--- config.mk ---
export PLATFORM = sky130hd
export DESIGN_NAME = recloser_io
export DESIGN_NICKNAME = d
export VERILOG_FILES = /design/src/hw/recloser_pkg.sv /design/src/hw/event_if.sv /design/src/hw/recloser_io.sv /design/src/hw/event_logger.sv
export SDC_FILE = /design/constraint.sdc
export NUM_CORES = 1
export LEC_CHECK = 0
export ABC_AREA = 0
export BUFFER_PORTS_ARGS = -buffer_cell sky130_fd_sc_hd__buf_2
export CAP_MARGIN = 25
export CORE_MARGIN = 4
export CORE_UTILIZATION = 40
export DETAILED_ROUTE_END_ITERATION = 10
export PLACE_DENSITY = 0.55
export SYNTH_ARGS = -nofsm -noshare
export SYNTH_HDL_FRONTEND = slang
export SYNTH_SLANG_ARGS = --single-unit
export TNS_END_PERCENT = 30
--- constraint.sdc ---
create_clock -name pclk -period 7.5 [get_ports pclk]
set_input_delay 1.5 -clock pclk [delete_from_list [all_inputs] [get_ports pclk]]
set_output_delay 1.5 -clock pclk [all_outputs]
set_load 0.05 [all_outputs]
--- src/hw/recloser_pkg.sv ---
// recloser_pkg: shared constants of the recloser i/o control block
// assumes a 20 mhz pclk and a 32-bit apb register bus
package recloser_pkg;
	// ==========================================
	// timing
	localparam int unsigned CLK_HZ        = 20_000_000;            // pclk rate
	localparam int unsigned STAMP_RES_MS  = 1;                     // time stamp resolution in ms
	localparam int unsigned CYCLES_PER_MS = CLK_HZ / 1000 * STAMP_RES_MS;
	// ==========================================
	// register byte offsets
	localparam logic [7:0] CTRL_OFS    = 8'h00;  // control
	localparam logic [7:0] EVT_EN_OFS  = 8'h04;  // event enable mask
	localparam logic [7:0] DEAD0_OFS   = 8'h08;  // dead time, group 0, ms
	localparam logic [7:0] DEAD1_OFS   = 8'h0c;  // dead time, group 1, ms
	localparam logic [7:0] RECL_OFS    = 8'h10;  // shot reclaim time, ms
	localparam logic [7:0] GRECL_OFS   = 8'h14;  // general reclaim time, ms
	localparam logic [7:0] SHOTS_OFS   = 8'h18;  // number of shots allowed
	localparam logic [7:0] STATUS_OFS  = 8'h1c;  // status, read only
	localparam logic [7:0] CNT_BASE    = 8'h20;  // first counter, read only
	// ==========================================
	// field positions and reset values
	localparam int         CTRL_SEL_BIT = 0;     // enable_input_select
	localparam int         CTRL_CLR_BIT = 1;     // counter clear, self clearing
	localparam int         TIME_W       = 16;    // ms timer width
	localparam int         CNT_W        = 16;    // counter width
	localparam int         N_REQ        = 5;     // reclose requests
	localparam int         N_EVT        = 13;    // event sources
	localparam int         N_CNT        = 8;     // counters
	localparam logic [12:0] EVT_EN_RST  = 13'h1fff;
	localparam logic [15:0] DEAD_RST    = 16'h00c8;  // 200 ms
	localparam logic [15:0] RECL_RST    = 16'h2710;  // 10 s
	localparam logic [2:0]  SHOTS_RST   = 3'h2;
	// event codes, index into the event level vector
	localparam int EV_OPEN = 0;
	localparam int EV_CLOSE = 1;
	localparam int EV_REQ0 = 2;       // 2..6 requests one to five
	localparam int EV_ENABLE = 7;
	localparam int EV_LOCKIN = 8;
	localparam int EV_CLEAR = 9;
	localparam int EV_CRIT = 10;
	localparam int EV_FTRIP = 11;
	localparam int EV_LOCKED = 12;
	// counter slots: 0..4 per request, then shots, final trips, lockouts
	localparam int CN_SHOT = 5;
	localparam int CN_FTRIP = 6;
	localparam int CN_LOCK = 7;
	// shot selector states
	typedef enum logic [2:0] {
		ST_READY, ST_START, ST_DEAD, ST_CLOSE, ST_RECLAIM, ST_GEN_RECLAIM, ST_FINAL_TRIP, ST_LOCKED
	} ar_state_t;
endpackage

--- src/hw/event_if.sv ---
// event_if: event source levels and timebase between control and logger
// assumes one pclk domain
`timescale 1ns/10ps
interface event_if;
	logic [12:0] level;   // current level of each event source
	logic [12:0] enable;  // per-source event enable
	logic        ms_tick; // one pulse per millisecond
	modport src (output level, output enable, input ms_tick);
	modport logger (input level, input enable, output ms_tick);
endinterface

--- src/hw/recloser_io.sv ---
// recloser_io: request arbitration, shot sequencing and breaker commands
// assumes inputs synchronous to pclk and an apb master on the register bus
//
// Overview of operation
// RULE1 - drive breaker open and close commands
// RULE2 - post time-stamped on/off events, 1 ms resolution
// RULE3 - clearable counters per event kind and request
// RULE4 - object control reports breaker operation failures
// RULE5 - manual open or close resets the sequence; code ignores manual close in general reclaim
// RULE6 - manual close in dead time: reclaim, lockout
// RULE7 - input changes make events, each enableable
// RULE8 - select flag lets enable input switch function
// RULE9 - lockout clear input unlocks the recloser
// RULE10 - lock input locks until lockout clear
// RULE11 - critical request locks at once, no shot
// RULE12 - request one highest, higher overrides lower
// RULE13 - active request with conditions met starts shot
// RULE14 - setting group change takes effect mid-sequence
// RULE15 - starter, shot selector, sorter, shot blocks
// RULE16 - request-active indication while its shot runs
// RULE17 - enabled unless select set and input low
// RULE18 - fault in general reclaim: final trip, lockout
// RULE19 - simultaneous requests: highest one wins
// RULE20 - locked ignores requests, never closes breaker
`timescale 1ns/10ps
module recloser_io
	import recloser_pkg::*;
#(
	parameter int unsigned MS_CYCLES = CYCLES_PER_MS
) (
	// apb
	input  wire logic        pclk,
	input  wire logic        presetn,
	input  wire logic        psel,
	input  wire logic        penable,
	input  wire logic        pwrite,
	input  wire logic [7:0]  paddr,
	input  wire logic [31:0] pwdata,
	output logic             pready,
	output logic [31:0]      prdata,
	output logic             pslverr,
	// control inputs
	input  wire logic [4:0]  reclose_request,
	input  wire logic        recloser_enable_input,
	input  wire logic        lock_input,
	input  wire logic        lockout_clear_input,
	input  wire logic        critical_request_input,
	input  wire logic        setting_group,
	// object control and monitoring
	input  wire logic        breaker_closed,
	input  wire logic        breaker_fail,
	input  wire logic        manual_open,
	input  wire logic        manual_close,
	// commands and indications
	output logic             breaker_open_cmd,
	output logic             breaker_close_cmd,
	output logic [4:0]       request_active_ind,
	output logic             recloser_enabled_ind,
	output logic             recloser_locked_ind,
	// event buffer
	output logic             evt_valid,
	output logic [3:0]       evt_code,
	output logic             evt_on,
	output logic [31:0]      evt_stamp
);
	// ==========================================
	// registers
	logic              sel_reg;            // enable_input_select
	logic [12:0]       evt_en_reg;         // event enables
	logic [15:0]       dead_reg [2];       // dead time per setting group
	logic [15:0]       recl_reg;           // shot reclaim time
	logic [15:0]       grecl_reg;          // general reclaim time
	logic [2:0]        shots_reg;          // shots allowed
	logic [CNT_W-1:0]  cnt_reg [N_CNT];    // cumulative counters
	ar_state_t         state_reg;          // shot selector state
	ar_state_t         state_next;
	logic [2:0]        shot_reg;           // current shot number
	logic [4:0]        owner_reg;          // request owning the sequence
	logic [15:0]       tmr_reg;            // ms timer of current state
	logic [4:0]        req_prev_reg;       // requests last cycle
	logic              man_lock_reg;       // manual close seen in dead time
	logic              clr_pulse;          // counter clear strobe
	event_if           ev ();
	// ==========================================
	// apb decode
	logic        wr_en;
	logic        rd_setup;
	logic [31:0] rd_mux;
	logic        mapped;
	logic [2:0]  cnt_idx;
	assign wr_en    = psel & penable & pready & pwrite;
	assign rd_setup = psel & ~penable;
	assign cnt_idx  = paddr[4:2];
	assign mapped   = (paddr[1:0] == 2'b00) && (paddr <= CNT_BASE + 8'h1c);
	always_comb begin
		rd_mux = 32'h0000_0000;
		case (paddr)
			CTRL_OFS:   rd_mux = {31'h0, sel_reg};
			EVT_EN_OFS: rd_mux = {19'h0, evt_en_reg};
			DEAD0_OFS:  rd_mux = {16'h0, dead_reg[0]};
			DEAD1_OFS:  rd_mux = {16'h0, dead_reg[1]};
			RECL_OFS:   rd_mux = {16'h0, recl_reg};
			GRECL_OFS:  rd_mux = {16'h0, grecl_reg};
			SHOTS_OFS:  rd_mux = {29'h0, shots_reg};
			STATUS_OFS: rd_mux = {21'h0, owner_reg, shot_reg, state_reg};
			default: begin
				if (paddr >= CNT_BASE) begin
					rd_mux = {16'h0, cnt_reg[cnt_idx]};
				end
			end
		endcase
	end
	// answer in the first access cycle, read data captured in setup
	always_ff @(posedge pclk or negedge presetn) begin
		if (!presetn) begin
			pready  <= 1'b0;
			prdata  <= 32'h0000_0000;
			pslverr <= 1'b0;
		end else begin
			pready  <= rd_setup;
			pslverr <= rd_setup & ~mapped;
			if (rd_setup) begin
				prdata <= mapped ? rd_mux : 32'h0000_0000;
			end
		end
	end
	// configuration writes
	always_ff @(posedge pclk or negedge presetn) begin
		if (!presetn) begin
			sel_reg     <= 1'b0;
			clr_pulse   <= 1'b0;
			evt_en_reg  <= EVT_EN_RST;
			dead_reg[0] <= DEAD_RST;
			dead_reg[1] <= DEAD_RST;
			recl_reg    <= RECL_RST;
			grecl_reg   <= RECL_RST;
			shots_reg   <= SHOTS_RST;
		end else begin
			clr_pulse <= wr_en && paddr == CTRL_OFS && pwdata[CTRL_CLR_BIT];
			if (wr_en) begin
				case (paddr)
					CTRL_OFS:   sel_reg     <= pwdata[CTRL_SEL_BIT];
					EVT_EN_OFS: evt_en_reg  <= pwdata[12:0];
					DEAD0_OFS:  dead_reg[0] <= pwdata[15:0];
					DEAD1_OFS:  dead_reg[1] <= pwdata[15:0];
					RECL_OFS:   recl_reg    <= pwdata[15:0];
					GRECL_OFS:  grecl_reg   <= pwdata[15:0];
					SHOTS_OFS:  shots_reg   <= pwdata[2:0];
					default: ;
				endcase
			end
		end
	end
	// ==========================================
	// starter and sorter
	logic       enabled;
	logic [4:0] req_rise;
	logic [4:0] req_win;       // one-hot winner
	logic       req_any;
	logic       fault;         // any request active
	assign enabled  = ~sel_reg | recloser_enable_input;        // RULE8 RULE17
	assign req_rise = reclose_request & ~req_prev_reg;
	assign req_win  = req_rise & (~req_rise + 5'h01);          // RULE12 RULE19
	assign req_any  = |req_rise;
	assign fault    = |reclose_request;
	// shot blocks: timer limit of the running state
	logic [15:0] limit;
	logic        tmr_done;
	logic        more_shots;
	assign limit = (state_reg == ST_DEAD) ? dead_reg[setting_group] :    // RULE14
		(state_reg == ST_RECLAIM) ? recl_reg : grecl_reg;
	assign tmr_done   = tmr_reg >= limit;
	assign more_shots = shot_reg < shots_reg;
	// ==========================================
	// shot selector next state
	always_comb begin
		state_next = state_reg;
		case (state_reg)
			ST_READY: begin
				if (enabled && req_any) begin
					state_next = ST_START;                               // RULE13
				end
			end
			ST_START: state_next = ST_DEAD;
			ST_DEAD: begin
				if (manual_close) begin
					state_next = ST_GEN_RECLAIM;                         // RULE6
				end else if (tmr_done && !breaker_closed) begin
					state_next = ST_CLOSE;
				end
			end
			ST_CLOSE: begin
				if (breaker_closed) begin
					state_next = ST_RECLAIM;
				end
			end
			ST_RECLAIM: begin
				if (req_any) begin
					state_next = more_shots ? ST_START : ST_FINAL_TRIP;
				end else if (tmr_done) begin
					state_next = ST_GEN_RECLAIM;
				end
			end
			ST_GEN_RECLAIM: begin
				if (req_any || man_lock_reg) begin
					state_next = man_lock_reg ? ST_LOCKED : ST_FINAL_TRIP; // RULE6 RULE18
				end else if (tmr_done) begin
					state_next = ST_READY;
				end
			end
			ST_FINAL_TRIP: state_next = ST_LOCKED;                    // RULE18
			ST_LOCKED: begin
				if (lockout_clear_input && !lock_input && !critical_request_input) begin
					state_next = ST_READY;                               // RULE9 RULE10
				end
			end
			default: state_next = ST_LOCKED;
		endcase
		// overriding conditions, strongest last
		if (state_reg != ST_LOCKED && state_reg != ST_READY && state_reg != ST_DEAD &&
			(manual_open || (manual_close && state_reg != ST_GEN_RECLAIM))) begin
			state_next = ST_READY;                                       // RULE5
		end
		if (state_reg == ST_DEAD && manual_open) begin
			state_next = ST_READY;                                       // RULE5
		end
		if (state_reg != ST_LOCKED && (lock_input || critical_request_input || breaker_fail)) begin
			state_next = ST_LOCKED;                                      // RULE4 RULE10 RULE11
		end
	end
	// ==========================================
	// shot selector state, shot count and owner
	always_ff @(posedge pclk or negedge presetn) begin
		if (!presetn) begin
			state_reg    <= ST_READY;
			shot_reg     <= 3'h0;
			owner_reg    <= 5'h00;
			tmr_reg      <= 16'h0000;
			req_prev_reg <= 5'h00;
			man_lock_reg <= 1'b0;
		end else begin
			// a manual close in dead time must end in lockout
			if (state_reg == ST_DEAD && state_next == ST_GEN_RECLAIM) begin
				man_lock_reg <= 1'b1;                                     // RULE6
			end else if (state_next == ST_READY || state_next == ST_LOCKED) begin
				man_lock_reg <= 1'b0;
			end
			state_reg    <= state_next;                                   // RULE15
			req_prev_reg <= reclose_request;
			// timer restarts on every state change
			if (state_next != state_reg) begin
				tmr_reg <= 16'h0000;
			end else if (ev.ms_tick && !tmr_done) begin
				tmr_reg <= tmr_reg + 16'h0001;
			end
			if (state_next == ST_START) begin
				shot_reg  <= shot_reg + 3'h1;
				owner_reg <= req_win;                                     // RULE19
			end else if (state_next == ST_READY || state_next == ST_LOCKED) begin
				shot_reg  <= 3'h0;                                        // RULE20
				owner_reg <= 5'h00;
			end
		end
	end
	// ==========================================
	// commands and indications
	always_ff @(posedge pclk or negedge presetn) begin
		if (!presetn) begin
			breaker_open_cmd     <= 1'b0;
			breaker_close_cmd    <= 1'b0;
			request_active_ind   <= 5'h00;
			recloser_enabled_ind <= 1'b0;
			recloser_locked_ind  <= 1'b0;
		end else begin
			breaker_open_cmd     <= state_next == ST_START || state_next == ST_FINAL_TRIP; // RULE1
			breaker_close_cmd    <= state_next == ST_CLOSE && !breaker_closed;   // RULE1 RULE20
			request_active_ind   <= (state_next == ST_READY || state_next == ST_LOCKED) ? 5'h00 :
				(state_next == ST_START ? req_win : owner_reg);                    // RULE16
			recloser_enabled_ind <= enabled;                                     // RULE17
			recloser_locked_ind  <= state_next == ST_LOCKED;
		end
	end
	// ==========================================
	// cumulative counters, an increment with a clear in one cycle leaves one
	logic [N_CNT-1:0] cnt_inc;
	assign cnt_inc[4:0]     = (state_next == ST_START && state_reg != ST_START) ? req_win : 5'h00;
	assign cnt_inc[CN_SHOT] = state_next == ST_START && state_reg != ST_START;
	assign cnt_inc[CN_FTRIP] = state_next == ST_FINAL_TRIP && state_reg != ST_FINAL_TRIP;
	assign cnt_inc[CN_LOCK] = state_next == ST_LOCKED && state_reg != ST_LOCKED;
	for (genvar g = 0; g < N_CNT; g++) begin : g_cnt
		always_ff @(posedge pclk or negedge presetn) begin
			if (!presetn) begin
				cnt_reg[g] <= 16'h0000;
			end else if (cnt_inc[g]) begin
				cnt_reg[g] <= (clr_pulse ? 16'h0000 : cnt_reg[g]) + 16'h0001; // RULE3
			end else if (clr_pulse) begin
				cnt_reg[g] <= 16'h0000;                                   // RULE3
			end
		end
	end
	// ==========================================
	// event sources toward the logger
	assign ev.level  = {recloser_locked_ind, state_reg == ST_FINAL_TRIP, critical_request_input,
		lockout_clear_input, lock_input, recloser_enable_input, reclose_request,
		breaker_close_cmd, breaker_open_cmd};                                // RULE7
	assign ev.enable = evt_en_reg;                                        // RULE7
	event_logger #(
		.MS_CYCLES (MS_CYCLES)
	) u_logger (
		.pclk      (pclk),
		.presetn   (presetn),
		.ev        (ev.logger),
		.evt_valid (evt_valid),
		.evt_code  (evt_code),
		.evt_on    (evt_on),
		.evt_stamp (evt_stamp)
	);
endmodule // recloser_io

--- src/hw/event_logger.sv ---
// event_logger: ms time stamp and on/off event posting
// assumes the event buffer accepts one record per cycle
`timescale 1ns/10ps
module event_logger
	import recloser_pkg::*;
#(
	parameter int unsigned MS_CYCLES = CYCLES_PER_MS
) (
	// clock and reset
	input  wire logic        pclk,
	input  wire logic        presetn,
	// event sources
	event_if.logger          ev,
	// event buffer port
	output logic             evt_valid,
	output logic [3:0]       evt_code,
	output logic             evt_on,
	output logic [31:0]      evt_stamp
);
	// ==========================================
	// millisecond timebase
	logic [15:0] div_reg;       // cycle divider
	logic [31:0] stamp_reg;     // running ms stamp
	logic [12:0] prev_reg;      // last seen levels
	logic [12:0] pend_reg;      // events awaiting posting
	logic [12:0] pick;          // one-hot lowest pending
	logic [3:0]  pick_code;     // its index
	logic        div_end;
	assign div_end = (div_reg == 16'(MS_CYCLES - 1));
	// divider and stamp
	always_ff @(posedge pclk or negedge presetn) begin
		if (!presetn) begin
			div_reg    <= 16'h0000;
			stamp_reg  <= 32'h0000_0000;
			ev.ms_tick <= 1'b0;
		end else begin
			div_reg    <= div_end ? 16'h0000 : div_reg + 16'h0001;
			stamp_reg  <= div_end ? stamp_reg + 32'h0000_0001 : stamp_reg; // RULE2
			ev.ms_tick <= div_end;
		end
	end
	// ==========================================
	// change detection and posting
	logic [12:0] changed;
	assign changed = (ev.level ^ prev_reg) & ev.enable; // RULE7
	assign pick = pend_reg & (~pend_reg + 13'h0001);
	always_comb begin
		pick_code = 4'h0;
		for (int i = N_EVT - 1; i >= 0; i--) begin
			if (pick[i]) begin
				pick_code = 4'(i);
			end
		end
	end
	// new changes win over the drain of the same bit
	always_ff @(posedge pclk or negedge presetn) begin
		if (!presetn) begin
			prev_reg  <= 13'h0000;
			pend_reg  <= 13'h0000;
			evt_valid <= 1'b0;
			evt_code  <= 4'h0;
			evt_on    <= 1'b0;
			evt_stamp <= 32'h0000_0000;
		end else begin
			prev_reg  <= ev.level;
			pend_reg  <= (pend_reg & ~pick) | changed;
			evt_valid <= |pend_reg;                            // RULE2
			evt_code  <= pick_code;
			evt_on    <= ev.level[pick_code];
			evt_stamp <= stamp_reg;
		end
	end
endmodule // event_logger

==> qor.yml, run 1 <==
status: "finished, final reports clean"
async_reset_ff_frac: 1.00
period_minus_slack_ns: 5.83
grt.overflow.total: 0
synth_top_family_by_area: "simple AND/OR/NAND/NOR gates"
ant_nets: 0
power_density_mw_per_mm2: 259
ctsLongestPathBuffers: 3
grt_usage: 0.213
endpoint_kind: "flip-flop"
drt-wirelength-per-cell_um: 21.3
fin_ws_ns: 1.67
dr_total_vias: 14300
seqCellArea_sq_mm: 0.00950
die_w_um: 227
htree_levels: 2
io_buffers: 107
slew-limit-headroom: 0.314
avgSynthCellArea_sq_um: 10.7
synth_edf_count: 0
area_growth_pct: 14.0
ys_types: 67
drc: 0
fill_cells: 4425
synth_compound_area_frac: 0.0917
drtIter0Drc: 1061
cts-root-buf: "clkbuf_16"
first_pass_iters: 5
yosys_warnings: 0
start_util: 0.408
fin_crit_sh: 0.777
grt_max_degree: 156
critPathLaunchType: "flip-flop"
worstPathMaxFanout: 22
grt_pass1_vias: 14400
p_comb_frac: 0.224
fmax_mhz: 172
io_pins: 140
antenna_found_initial: 2
pwr-share-clk: 0.363
cts_tree: "done"
postSynthCellCount: 1791
synth-simple-area-share: 0.174
detail_route.vias_per_cell: 5.63
r2r_setup_slack_ns: 1.67
cts_resized: 0
finalSetupTns_ns: 0
switching_share: 0.336
synth_ff_type: "dfrtp_1"
p_int_w: 0.00375
post_cts_buffers: 0
cellLeakagePower_nw: 9.79
hold_buffers: 0
drt-total-wl_um: 54100
synth_xor_area_frac: 0.0706
worstHoldPathType: "flip-flop to flip-flop"
multi_input_area_sq_mm: 0.00912
post-place-ws_ns: 1.32
grt_pass1_wl_um: 85500
final_common_cell: "dfrtp_1"
die_h_um: 227
finalHoldViolCount: 0
cp.required_ns: 7.97
routabilityCongestion: 0.885
p_switching_w: 0.00190
seqPwrFrac: 0.413
ys_ff_latch: 378
peakVddDrop_mv: 0.180
nNetsFinal: 1994
finClkSkew_ns: 0.0346
largest_register_ffs: 128
core_area_sq_mm: 0.0469
netlist_area_sq_mm: 0.0191
numClockSinks: 378
synth-adder-area-share: 0.0234
cap_violations: 0
worst_slew_pin_slew_ns: 1.03
ys_seq_area_frac: 0.497
arrival_ns: 6.30
maxSlewViolCount: 0
layout_common_cells: "dfrtp_1 (347), nor2_1 (156), nand2_1 (141), xnor2_1 (110), buf_2 (106)"
setup_viol: 0
synthMuxAreaShare: 0.112
cts-buffers-inserted: 44
dp_hpwl_um: 38300
rsz0062_at_grt: "no"
row_count: 79
drive_above_1_share: 0.200
path_clk_slew_ns: 0.06
design.die.area_sq_mm: 0.0513
crit_type: "flip-flop to flip-flop"
insertion_delay_ns: 0.59
cells in the mapped netlist (4+ instances only):
| master | instances | area, sq um |
|---|---|---|
| a211oi_1 | 6 | 45.0 |
| a21o_1 | 13 | 97.6 |
| a21oi_1 | 55 | 275 |
| a221oi_1 | 17 | 149 |
| a222oi_1 | 8 | 80.1 |
| a22o_1 | 17 | 149 |
| a22oi_1 | 26 | 195 |
| a31o_2 | 4 | 35.0 |
| and2_1 | 9 | 56.3 |
| and3_1 | 32 | 200 |
| and4_1 | 10 | 87.6 |
| buf_1 | 9 | 33.8 |
| buf_4 | 16 | 120 |
| clkbuf_1 | 67 | 251 |
| dfrtp_1 | 348 | 8710 |
| dfstp_2 | 30 | 788 |
| ha_1 | 35 | 438 |
| inv_1 | 51 | 191 |
| mux2_2 | 96 | 1080 |
| mux2i_1 | 33 | 330 |
| mux4_2 | 32 | 721 |
| nand2_1 | 141 | 529 |
| nand2b_1 | 7 | 43.8 |
| nand3_1 | 76 | 380 |
| nand3b_1 | 4 | 30.0 |
| nand4_1 | 42 | 263 |
| nor2_1 | 156 | 586 |
| nor2b_1 | 34 | 213 |
| nor3_1 | 49 | 245 |
| nor3b_1 | 4 | 30.0 |
| nor4_1 | 41 | 257 |
| nor4b_1 | 5 | 43.8 |
| o21a_1 | 9 | 67.6 |
| o21ai_0 | 59 | 295 |
| o31ai_1 | 11 | 82.6 |
| o41ai_1 | 5 | 43.8 |
| or2_2 | 5 | 31.3 |
| or3_1 | 24 | 150 |
| or4_1 | 12 | 90.1 |
| xnor2_1 | 110 | 963 |
| xor2_1 | 44 | 385 |
stage by stage:
stage,power (W),area (sq um),utilization,std cells,hold slack [ns]
3_5_place_dp,0.00363,20400,0.435,2459,0.367
6_report,0.00565,21800,0.465,2542,0.375
3_3_place_gp,0.00361,20400,0.435,2458,0.366
2_1_floorplan,0.00314,19200,-,1806,0.354
5_1_grt,0.00594,21800,0.465,2541,0.391
4_1_cts,0.00572,21800,0.464,2539,0.382
worst paths after layout:
kind                                              from                endpoint  cells past startpoint
worst max-delay path                      state_reg[1]             cnt_reg[63]                     13
min in group asynchronous                      presetn    u_logger.evt_code[3]                      1
worst min-delay path            u_logger.stamp_reg[21]  u_logger.evt_stamp[21]                      0
worst max register to register            state_reg[1]             cnt_reg[63]                     13
worst min register to register  u_logger.stamp_reg[21]  u_logger.evt_stamp[21]                      0
max in group asynchronous                      presetn             cnt_reg[93]                      2
critical path, cell delays in order, from the launching register on:
cell and delay, ns:
dfrtp_1 0.73, nor3_2 0.06, buf_4 0.25, a21oi_2 0.70, a221oi_1 0.28, ha_1 0.40, nand2_1 0.06, o21ai_0 0.65
a211oi_1 0.11, a21boi_0 0.65, o31ai_4 0.35, or4_1 0.76, or4_1 0.52, a21oi_1 0.16
cell families (layout without fill, tap and decap cells):
kind of cell	Yosys count	after routing
and+or+nand+nor	659	659
AOI/OAI and AO/OA	258	258
muxes	161	161
xor gates and xnor gates	154	154
buffers and inverters	144	272
DFF	378	378
other	1	17
adders and majority gates	36	36
layer usage:
| metal | GRT usage | part of all wire |
|---|---|---|
| met3 | 0.0397 | 0.055 |
| met2 | 0.342 | 0.48 |
| met5 | 0 | 0 |
| met4 | 0.0664 | 0.032 |
| met1 | 0.295 | 0.44 |
layout make-up:
class                           instances  area share
Sequential cell                       378       0.436
Multi-Input combinational cell       1284       0.419
Clock buffer                           67      0.0573
Timing Repair Buffer                  141      0.0381
Tap cell                              607      0.0349
Inverter                               51     0.00879
Clock inverter                         13     0.00597
Antenna cell                            1    0.000115
power by group through the flow:
stage / clock network [W] / logic (W) / registers [W]
2_1_floorplan: 0 / 0.000815 / 0.00233
3_3_place_gp: 0 / 0.00125 / 0.00236
3_5_place_dp: 0 / 0.00127 / 0.00236
4_1_cts: 0.00212 / 0.00127 / 0.00233
5_1_grt: 0.00220 / 0.00139 / 0.00235
6_report: 0.00205 / 0.00127 / 0.00233
Note: power is estimated with default switching activity, not from simulation.
==> inputs of run 2 (changes only) <==
- ABC_AREA: 0 -> 1
- PLACE_DENSITY: 0.55 -> 0.57
- clock period: 7.5 -> 4.7 ns (I/O delays scaled with it)
==> qor.yml, run 2 <==
grt_pass1_vias: 17900  # +25%
yosysMostFrequentCell: "nand2_1"
path_clk_slew_ns: 0.06  # about the same
drive_above_1_share: 0.106  # -0.0938
yosys.area.top_type: "dfrtp_1"
cellLeakagePower_nw: 11.6  # +19%
cts-buffers-inserted: 43  # -2.3%
ys_seq_area_frac: 0.448  # -0.0488
netlist_area_sq_mm: 0.0212  # +11%
synthTopCellsByArea: "dfrtp_1 (41%), nand2_1 (12%), inv_1 (6.6%), nor2_1 (5.5%), xor2_1 (5.4%)"
design.die.area_sq_mm: 0.0567  # +10%
largest_register_ffs: 128  # unchanged
cp.required_ns: 5.18  # -2.79 ns
postSynthCellCount: 2755  # +54%
worst_slew_pin_slew_ns: 0.906  # -0.121 ns
grt.overflow.total: 0  # unchanged
hold_buffers: 0  # unchanged
critPathLaunchType: "flip-flop"
first_pass_iters: 6  # +1
yosys_warnings: 0  # unchanged
post_cts_buffers: 0  # unchanged
synth_edf_count: 0  # unchanged
start_util: 0.404  # -0.00383
ys_ff_latch: 378  # unchanged
io_buffers: 107  # unchanged
cts-root-buf: "clkbuf_16"
crit_type: "flip-flop to flip-flop"
row_count: 84  # +6.3%
synth_common_cells: "nand2_1 (667), inv_1 (371), dfrtp_1 (348), nor2_1 (311), nand3_1 (192)"
synth_ff_type: "dfrtp_1"
grt_pass1_wl_um: 101000  # +18%
maxSlewViolCount: 0  # unchanged
worstPathMaxFanout: 22  # unchanged
htree_levels: 2  # unchanged
dp_hpwl_um: 47000  # +23%
grt_usage: 0.222  # +0.00888
endpoint_kind: "flip-flop"
die_h_um: 238  # +5.1%
fin_crit_sh: 0.863  # +0.0866
insertion_delay_ns: 0.57  # -0.02 ns
antenna_found_initial: 2  # unchanged
slew-limit-headroom: 0.389  # +0.0750
avgSynthCellArea_sq_um: 7.69  # -28%
power_density_mw_per_mm2: 397  # +53%
synth_top_area_share: 0.411  # -0.0448
worst_path_largest_cell_delay_ns: 0.43  # -0.33 ns
worstHoldPathType: "primary input to async pin"
detail_route.vias_per_cell: 5.25  # -6.9%
drt-wirelength-per-cell_um: 17.8  # -16%
rsz0062_at_grt: "no"
arrival_ns: 4.54  # -1.76 ns
period_minus_slack_ns: 4.06  # -1.77 ns
path_cells: "inv_2 -> nand2_2 -> nor2_4 -> buf_4 -> nor3_1 -> a221oi_1 -> ha_1 -> nand2_1 -> inv_1 -> nand2_1 -> nor2_1 -> nor2_1 -> nand2_1 -> nand2_1 -> nand2_1 -> nand2_1 -> nand3_1 -> nand2_1 -> nand3_1 -> nand2_2 -> nand2_2 -> nand2_1 -> nand3_1 -> nand2_1"
ant_nets: 0  # unchanged
critPathMostFrequentCell: "nand2_1"
numClockSinks: 378  # unchanged
async_reset_ff_frac: 1.00  # unchanged
cts_resized: 0  # unchanged
cpMaxStageDelayCell: "dfrtp_1"
routabilityCongestion: 0.931  # +5.3%
fmax_mhz: 246  # +44%
dr_total_vias: 18800  # +32%
area_growth_pct: 13.6
drtIter0Drc: 1594  # +50%
ys_types: 56  # -16%
finalSetupTns_ns: 0  # unchanged
ctsLongestPathBuffers: 3  # unchanged
drt-total-wl_um: 64100  # +18%
core_area_sq_mm: 0.0524  # +12%
final_common_cell: "nand2_1"
peakVddDrop_mv: 0.264  # +47%
finalHoldViolCount: 0  # unchanged
grt_max_degree: 119  # -24%
cts_tree: "done"
drc: 0  # unchanged
whs_ns: 0.378  # +0.00259 ns
cap_violations: 0  # unchanged
io_pins: 140  # unchanged
setup_viol: 0  # unchanged
die_w_um: 238  # +5.1%
p_total_w: 0.00954  # +69%
layout_common_cells: "nand2_1 (667), inv_1 (371), dfrtp_1 (347), nor2_1 (311), nand3_1 (192)"
nNetsFinal: 2962  # +49%
status: "finished, final reports clean"
finClkSkew_ns: 0.0210  # -0.0137 ns
[run 2: changes by cell type after synthesis, sizes merged, moves of 31 or more]
cell   change
xnor2     -80
nor2     +162
and3      -31
o21ai     +99
xor2      +87
mux2      -96
mux2i     -32
nand2    +538
inv      +332
mux4      -32
nor2b     -34
nand3    +119
[run 2: logic make-up after synthesis]
family / Yosys count / share of synthesized area
buffers and inverters: 497 / 0.0946
muxes: 1 / 0.000473
and+or+nand+nor: 1380 / 0.281
other: 1 / 0.000177
xor gates and xnor gates: 161 / 0.0666
AOI/OAI and AO/OA: 302 / 0.0881
DFF: 378 / 0.448
adders and majority gates: 35 / 0.0207
[run 2: cell type report]
class                           instances  area, sq um
Fill cell                            5194        28400
Multi-Input combinational cell       1895         9750
Sequential cell                       378         9500
Inverter                              391         1470
Clock buffer                           60         1220
Timing Repair Buffer                  159          986
Tap cell                              688          861
Clock inverter                         19          267
Antenna cell                            1         2.50
[run 2: metal layers]
metal | GRT usage | share of wire
met5 | 0 | 0
met4 | 0.0647 | 0.030
met3 | 0.0361 | 0.065
met2 | 0.353 | 0.45
met1 | 0.315 | 0.45
[run 2: where the power goes]
group	internal [W]	leakage (nW)	switching (W)	total (W)
Sequential	0.00347	5.07	0.000168	0.00364
Combinational	0.000641	5.84	0.00170	0.00234
Clock	0.00215	0.736	0.00141	0.00356
[run 2: stage by stage]
stage	cells	worst slack, ns	instance area (sq um)	util
after floorplan	2770	1.25	21200	-
after global placement	3511	0.364	22600	0.430
after detailed placement	3511	0.377	22600	0.430
after CTS	3590	0.613	24100	0.459
after global routing	3590	0.304	24100	0.459
final	3591	0.642	24100	0.459
[run 2: path summary, 6_finish.rpt]
path | startpoint | endpoint | slack [ns] | depth (start not counted)
setup / recovery | state_reg[0] | request_active_ind[3] | 0.64 | 24
hold / removal | presetn | dead_reg[11] | 0.38 | 1
setup reg to reg | state_reg[0] | request_active_ind[3] | 0.64 | 24
hold reg to reg | u_logger.stamp_reg[31] | u_logger.evt_stamp[31] | 0.40 | 0
max in group asynchronous | presetn | cnt_reg[96] | 3.15 | 2
min in group pclk | u_logger.stamp_reg[31] | u_logger.evt_stamp[31] | 0.40 | 0
[run 2: worst max-delay path: cells and delay by family (launching register included)]
kind	cells	cell delay, ns
AOI/OAI and AO/OA	1	0.38
adders and majority gates	1	0.33
buffers and inverters	3	0.54
DFF	1	0.43
and+or+nand+nor	19	2.28
==> inputs of run 3 (changes only) <==
- REMOVE_ABC_BUFFERS: default -> 1
==> qor.yml, run 3 (synthesis gave the netlist of run 2 again) <==
status: "finished, final reports clean"
path_clk_slew_ns: 0.06  # about the same
power_density_mw_per_mm2: 389  # -1.9%
cts-buffers-inserted: 43  # unchanged
setup_viol: 0  # unchanged
post-place-ws_ns: 0.274  # -0.103 ns
design.die.area_sq_mm: 0.0567  # unchanged
antenna_found_initial: 2  # unchanged
dp.cells: 3522  # +0.31%
ant_nets: 0  # unchanged
drc: 0  # unchanged
grt_usage: 0.227  # +0.00536
p_int_w: 0.00610  # -2.5%
period_minus_slack_ns: 4.29  # +0.229 ns
p_switching_w: 0.00326  # -0.76%
final_common_cell: "nand2_1"
slew-limit-headroom: 0.382  # -0.00683
nNetsFinal: 2973  # +0.37%
worstHoldPathType: "primary input to async pin"
path_cells: "inv_2 -> nand2_2 -> nor2_4 -> inv_2 -> a311oi_1 -> ha_1 -> nand2_1 -> inv_1 -> nand2_1 -> nor2_1 -> nor2_1 -> nand2_1 -> nand2_1 -> nand2_1 -> nand2_1 -> nand2_1 -> nand3_1 -> nand2_2 -> nand2_2 -> nand2_2 -> inv_2 -> nand2_1 -> nand3_1 -> nand2_1"
layout.cells.non_filler: 3599  # +0.22%
drt-wirelength-per-cell_um: 18.0  # +0.93%
htree_levels: 2  # unchanged
path_delay_family: "simple AND/OR/NAND/NOR gates"
fin_crit_sh: 0.912  # +0.0488
antenna_cells: 0  # -1
grt_pass1_vias: 18500  # +3.3%
p_comb_frac: 0.254  # +0.009
layout_common_cells: "nand2_1 (667), inv_1 (371), dfrtp_1 (347), nor2_1 (311), nand3_1 (192)"
io_pins: 140  # unchanged
grt_max_degree: 91  # -24%
numClockSinks: 378  # unchanged
drive_above_1_share: 0.106  # +0.000360
pwr-share-clk: 0.359  # -0.014
finalHoldViolCount: 0  # unchanged
drt-total-wl_um: 64800  # +1.2%
crit_type: "flip-flop to flip-flop"
hold_buffers: 0  # unchanged
worst_slew_pin_slew_ns: 0.925  # +0.0195 ns
first_pass_iters: 5  # -1
switching_share: 0.348  # +0.00400
insertion_delay_ns: 0.58  # about the same
grt.overflow.total: 0  # unchanged
worst_path_largest_cell_delay_ns: 0.51  # +0.08 ns
detail_route.vias_per_cell: 5.25  # about the same
critPathMostFrequentCell: "nand2_1"
row_count: 84  # unchanged
arrival_ns: 4.70  # +0.16 ns
cts-root-buf: "clkbuf_16"
cts_resized: 0  # unchanged
drtIter0Drc: 1586  # -0.50%
start_util: 0.404  # unchanged
cap_violations: 0  # unchanged
cts_tree: "done"
dr_total_vias: 18900  # +0.24%
die_w_um: 238  # unchanged
maxSlewViolCount: 0  # unchanged
critPathLaunchType: "flip-flop"
post_cts_buffers: 0  # unchanged
fmax_mhz: 233  # -5.3%
dp_hpwl_um: 47700  # +1.5%
fin_ws_ns: 0.413  # -0.229 ns
worstPathMaxFanout: 13  # -41%
finClkSkew_ns: 0.0249  # +0.00392 ns
grt_pass1_wl_um: 103000  # +1.9%
endpoint_kind: "flip-flop"
rsz0062_at_grt: "no"
largest_register_ffs: 128  # unchanged
cellLeakagePower_nw: 11.7  # about the same
core_area_sq_mm: 0.0524  # unchanged
cp.required_ns: 5.12  # -0.06 ns
cpMaxStageDelayCell: "a311oi_1"
routabilityCongestion: 0.927  # -0.46%
ctsLongestPathBuffers: 3  # unchanged
seqPwrFrac: 0.388  # +0.007
peakVddDrop_mv: 0.276  # +4.7%
area_growth_pct: 13.6  # about the same
die_h_um: 238  # unchanged
io_buffers: 107  # unchanged
worst-path-buf-inv: 4  # +1
[run 3: changes by cell type in the layout (fill, tap and decap cells not counted)]
cell | before | now
clkbuf_1 | 9 | 16
diode_2 | 1 | 0
inv_16 | 1 | 0
buf_4 | 48 | 57
clkinv_4 | 0 | 1
buf_12 | 4 | 5
bufinv_16 | 6 | 3
clkbuf_8 | 8 | 7
buf_16 | 0 | 1
clkinv_2 | 10 | 5
[run 3: cell type report]
class,instances,area [sq um]
Clock inverter,11,140
Timing Repair Buffer,170,1100
Tap cell,688,861
Fill cell,5296,28400
Multi-Input combinational cell,1895,9750
Clock buffer,66,1230
Inverter,391,1470
Sequential cell,378,9500
[run 3: worst reg2reg max path, delay by kind of cell, from the launching register on]
| family | cells | cell delay, ns |
|---|---|---|
| simple gates | 18 | 2.28 |
| buf+inv | 4 | 0.57 |
| flops | 1 | 0.43 |
| compound gates | 1 | 0.52 |
| fa+ha+maj | 1 | 0.32 |
[run 3: worst paths after layout]
check / start / to / slack (ns) / cells past startpoint
max in group asynchronous: presetn / u_logger.stamp_reg[0] / 3.35 / 2
min in group pclk: u_logger.stamp_reg[30] / u_logger.evt_stamp[30] / 0.40 / 0
max reg2reg: state_reg[0] / request_active_ind[3] / 0.41 / 24
max: state_reg[0] / request_active_ind[3] / 0.41 / 24
min reg2reg: u_logger.stamp_reg[30] / u_logger.evt_stamp[30] / 0.40 / 0
min: presetn / tmr_reg[9] / 0.39 / 1
[run 3: metal layers]
metal	up-vias	share of wire	GRT usage	wire length [um]
met5	-	0.00032	0	21
met1	8977	0.44	0.309	28400
met4	4	0.041	0.0894	2660
li1	9127	-	-	-
met2	620	0.46	0.365	29600
met3	154	0.064	0.0385	4150
[run 3: stage by stage]
stage | utilization | setup TNS [ns] | total power (W) | area (sq um) | hold WS (ns)
global route | 0.459 | 0 | 0.00985 | 24100 | 0.424
floorplan | - | -95.11 | 0.00506 | 20700 | 0.373
CTS | 0.459 | 0 | 0.00945 | 24100 | 0.405
global placement | 0.432 | 0 | 0.00603 | 22700 | 0.389
detailed placement | 0.433 | 0 | 0.00606 | 22700 | 0.387
finish | 0.459 | 0 | 0.00936 | 24100 | 0.388
[run 3: power by group through the flow]
stage	Sequential (W)	Clock, W	Combinational, W
6_report	0.00363	0.00336	0.00237
5_1_grt	0.00365	0.00358	0.00262
4_1_cts	0.00363	0.00344	0.00238
3_5_place_dp	0.00369	0	0.00237
3_3_place_gp	0.00369	0	0.00234
2_1_floorplan	0.00371	0	0.00134
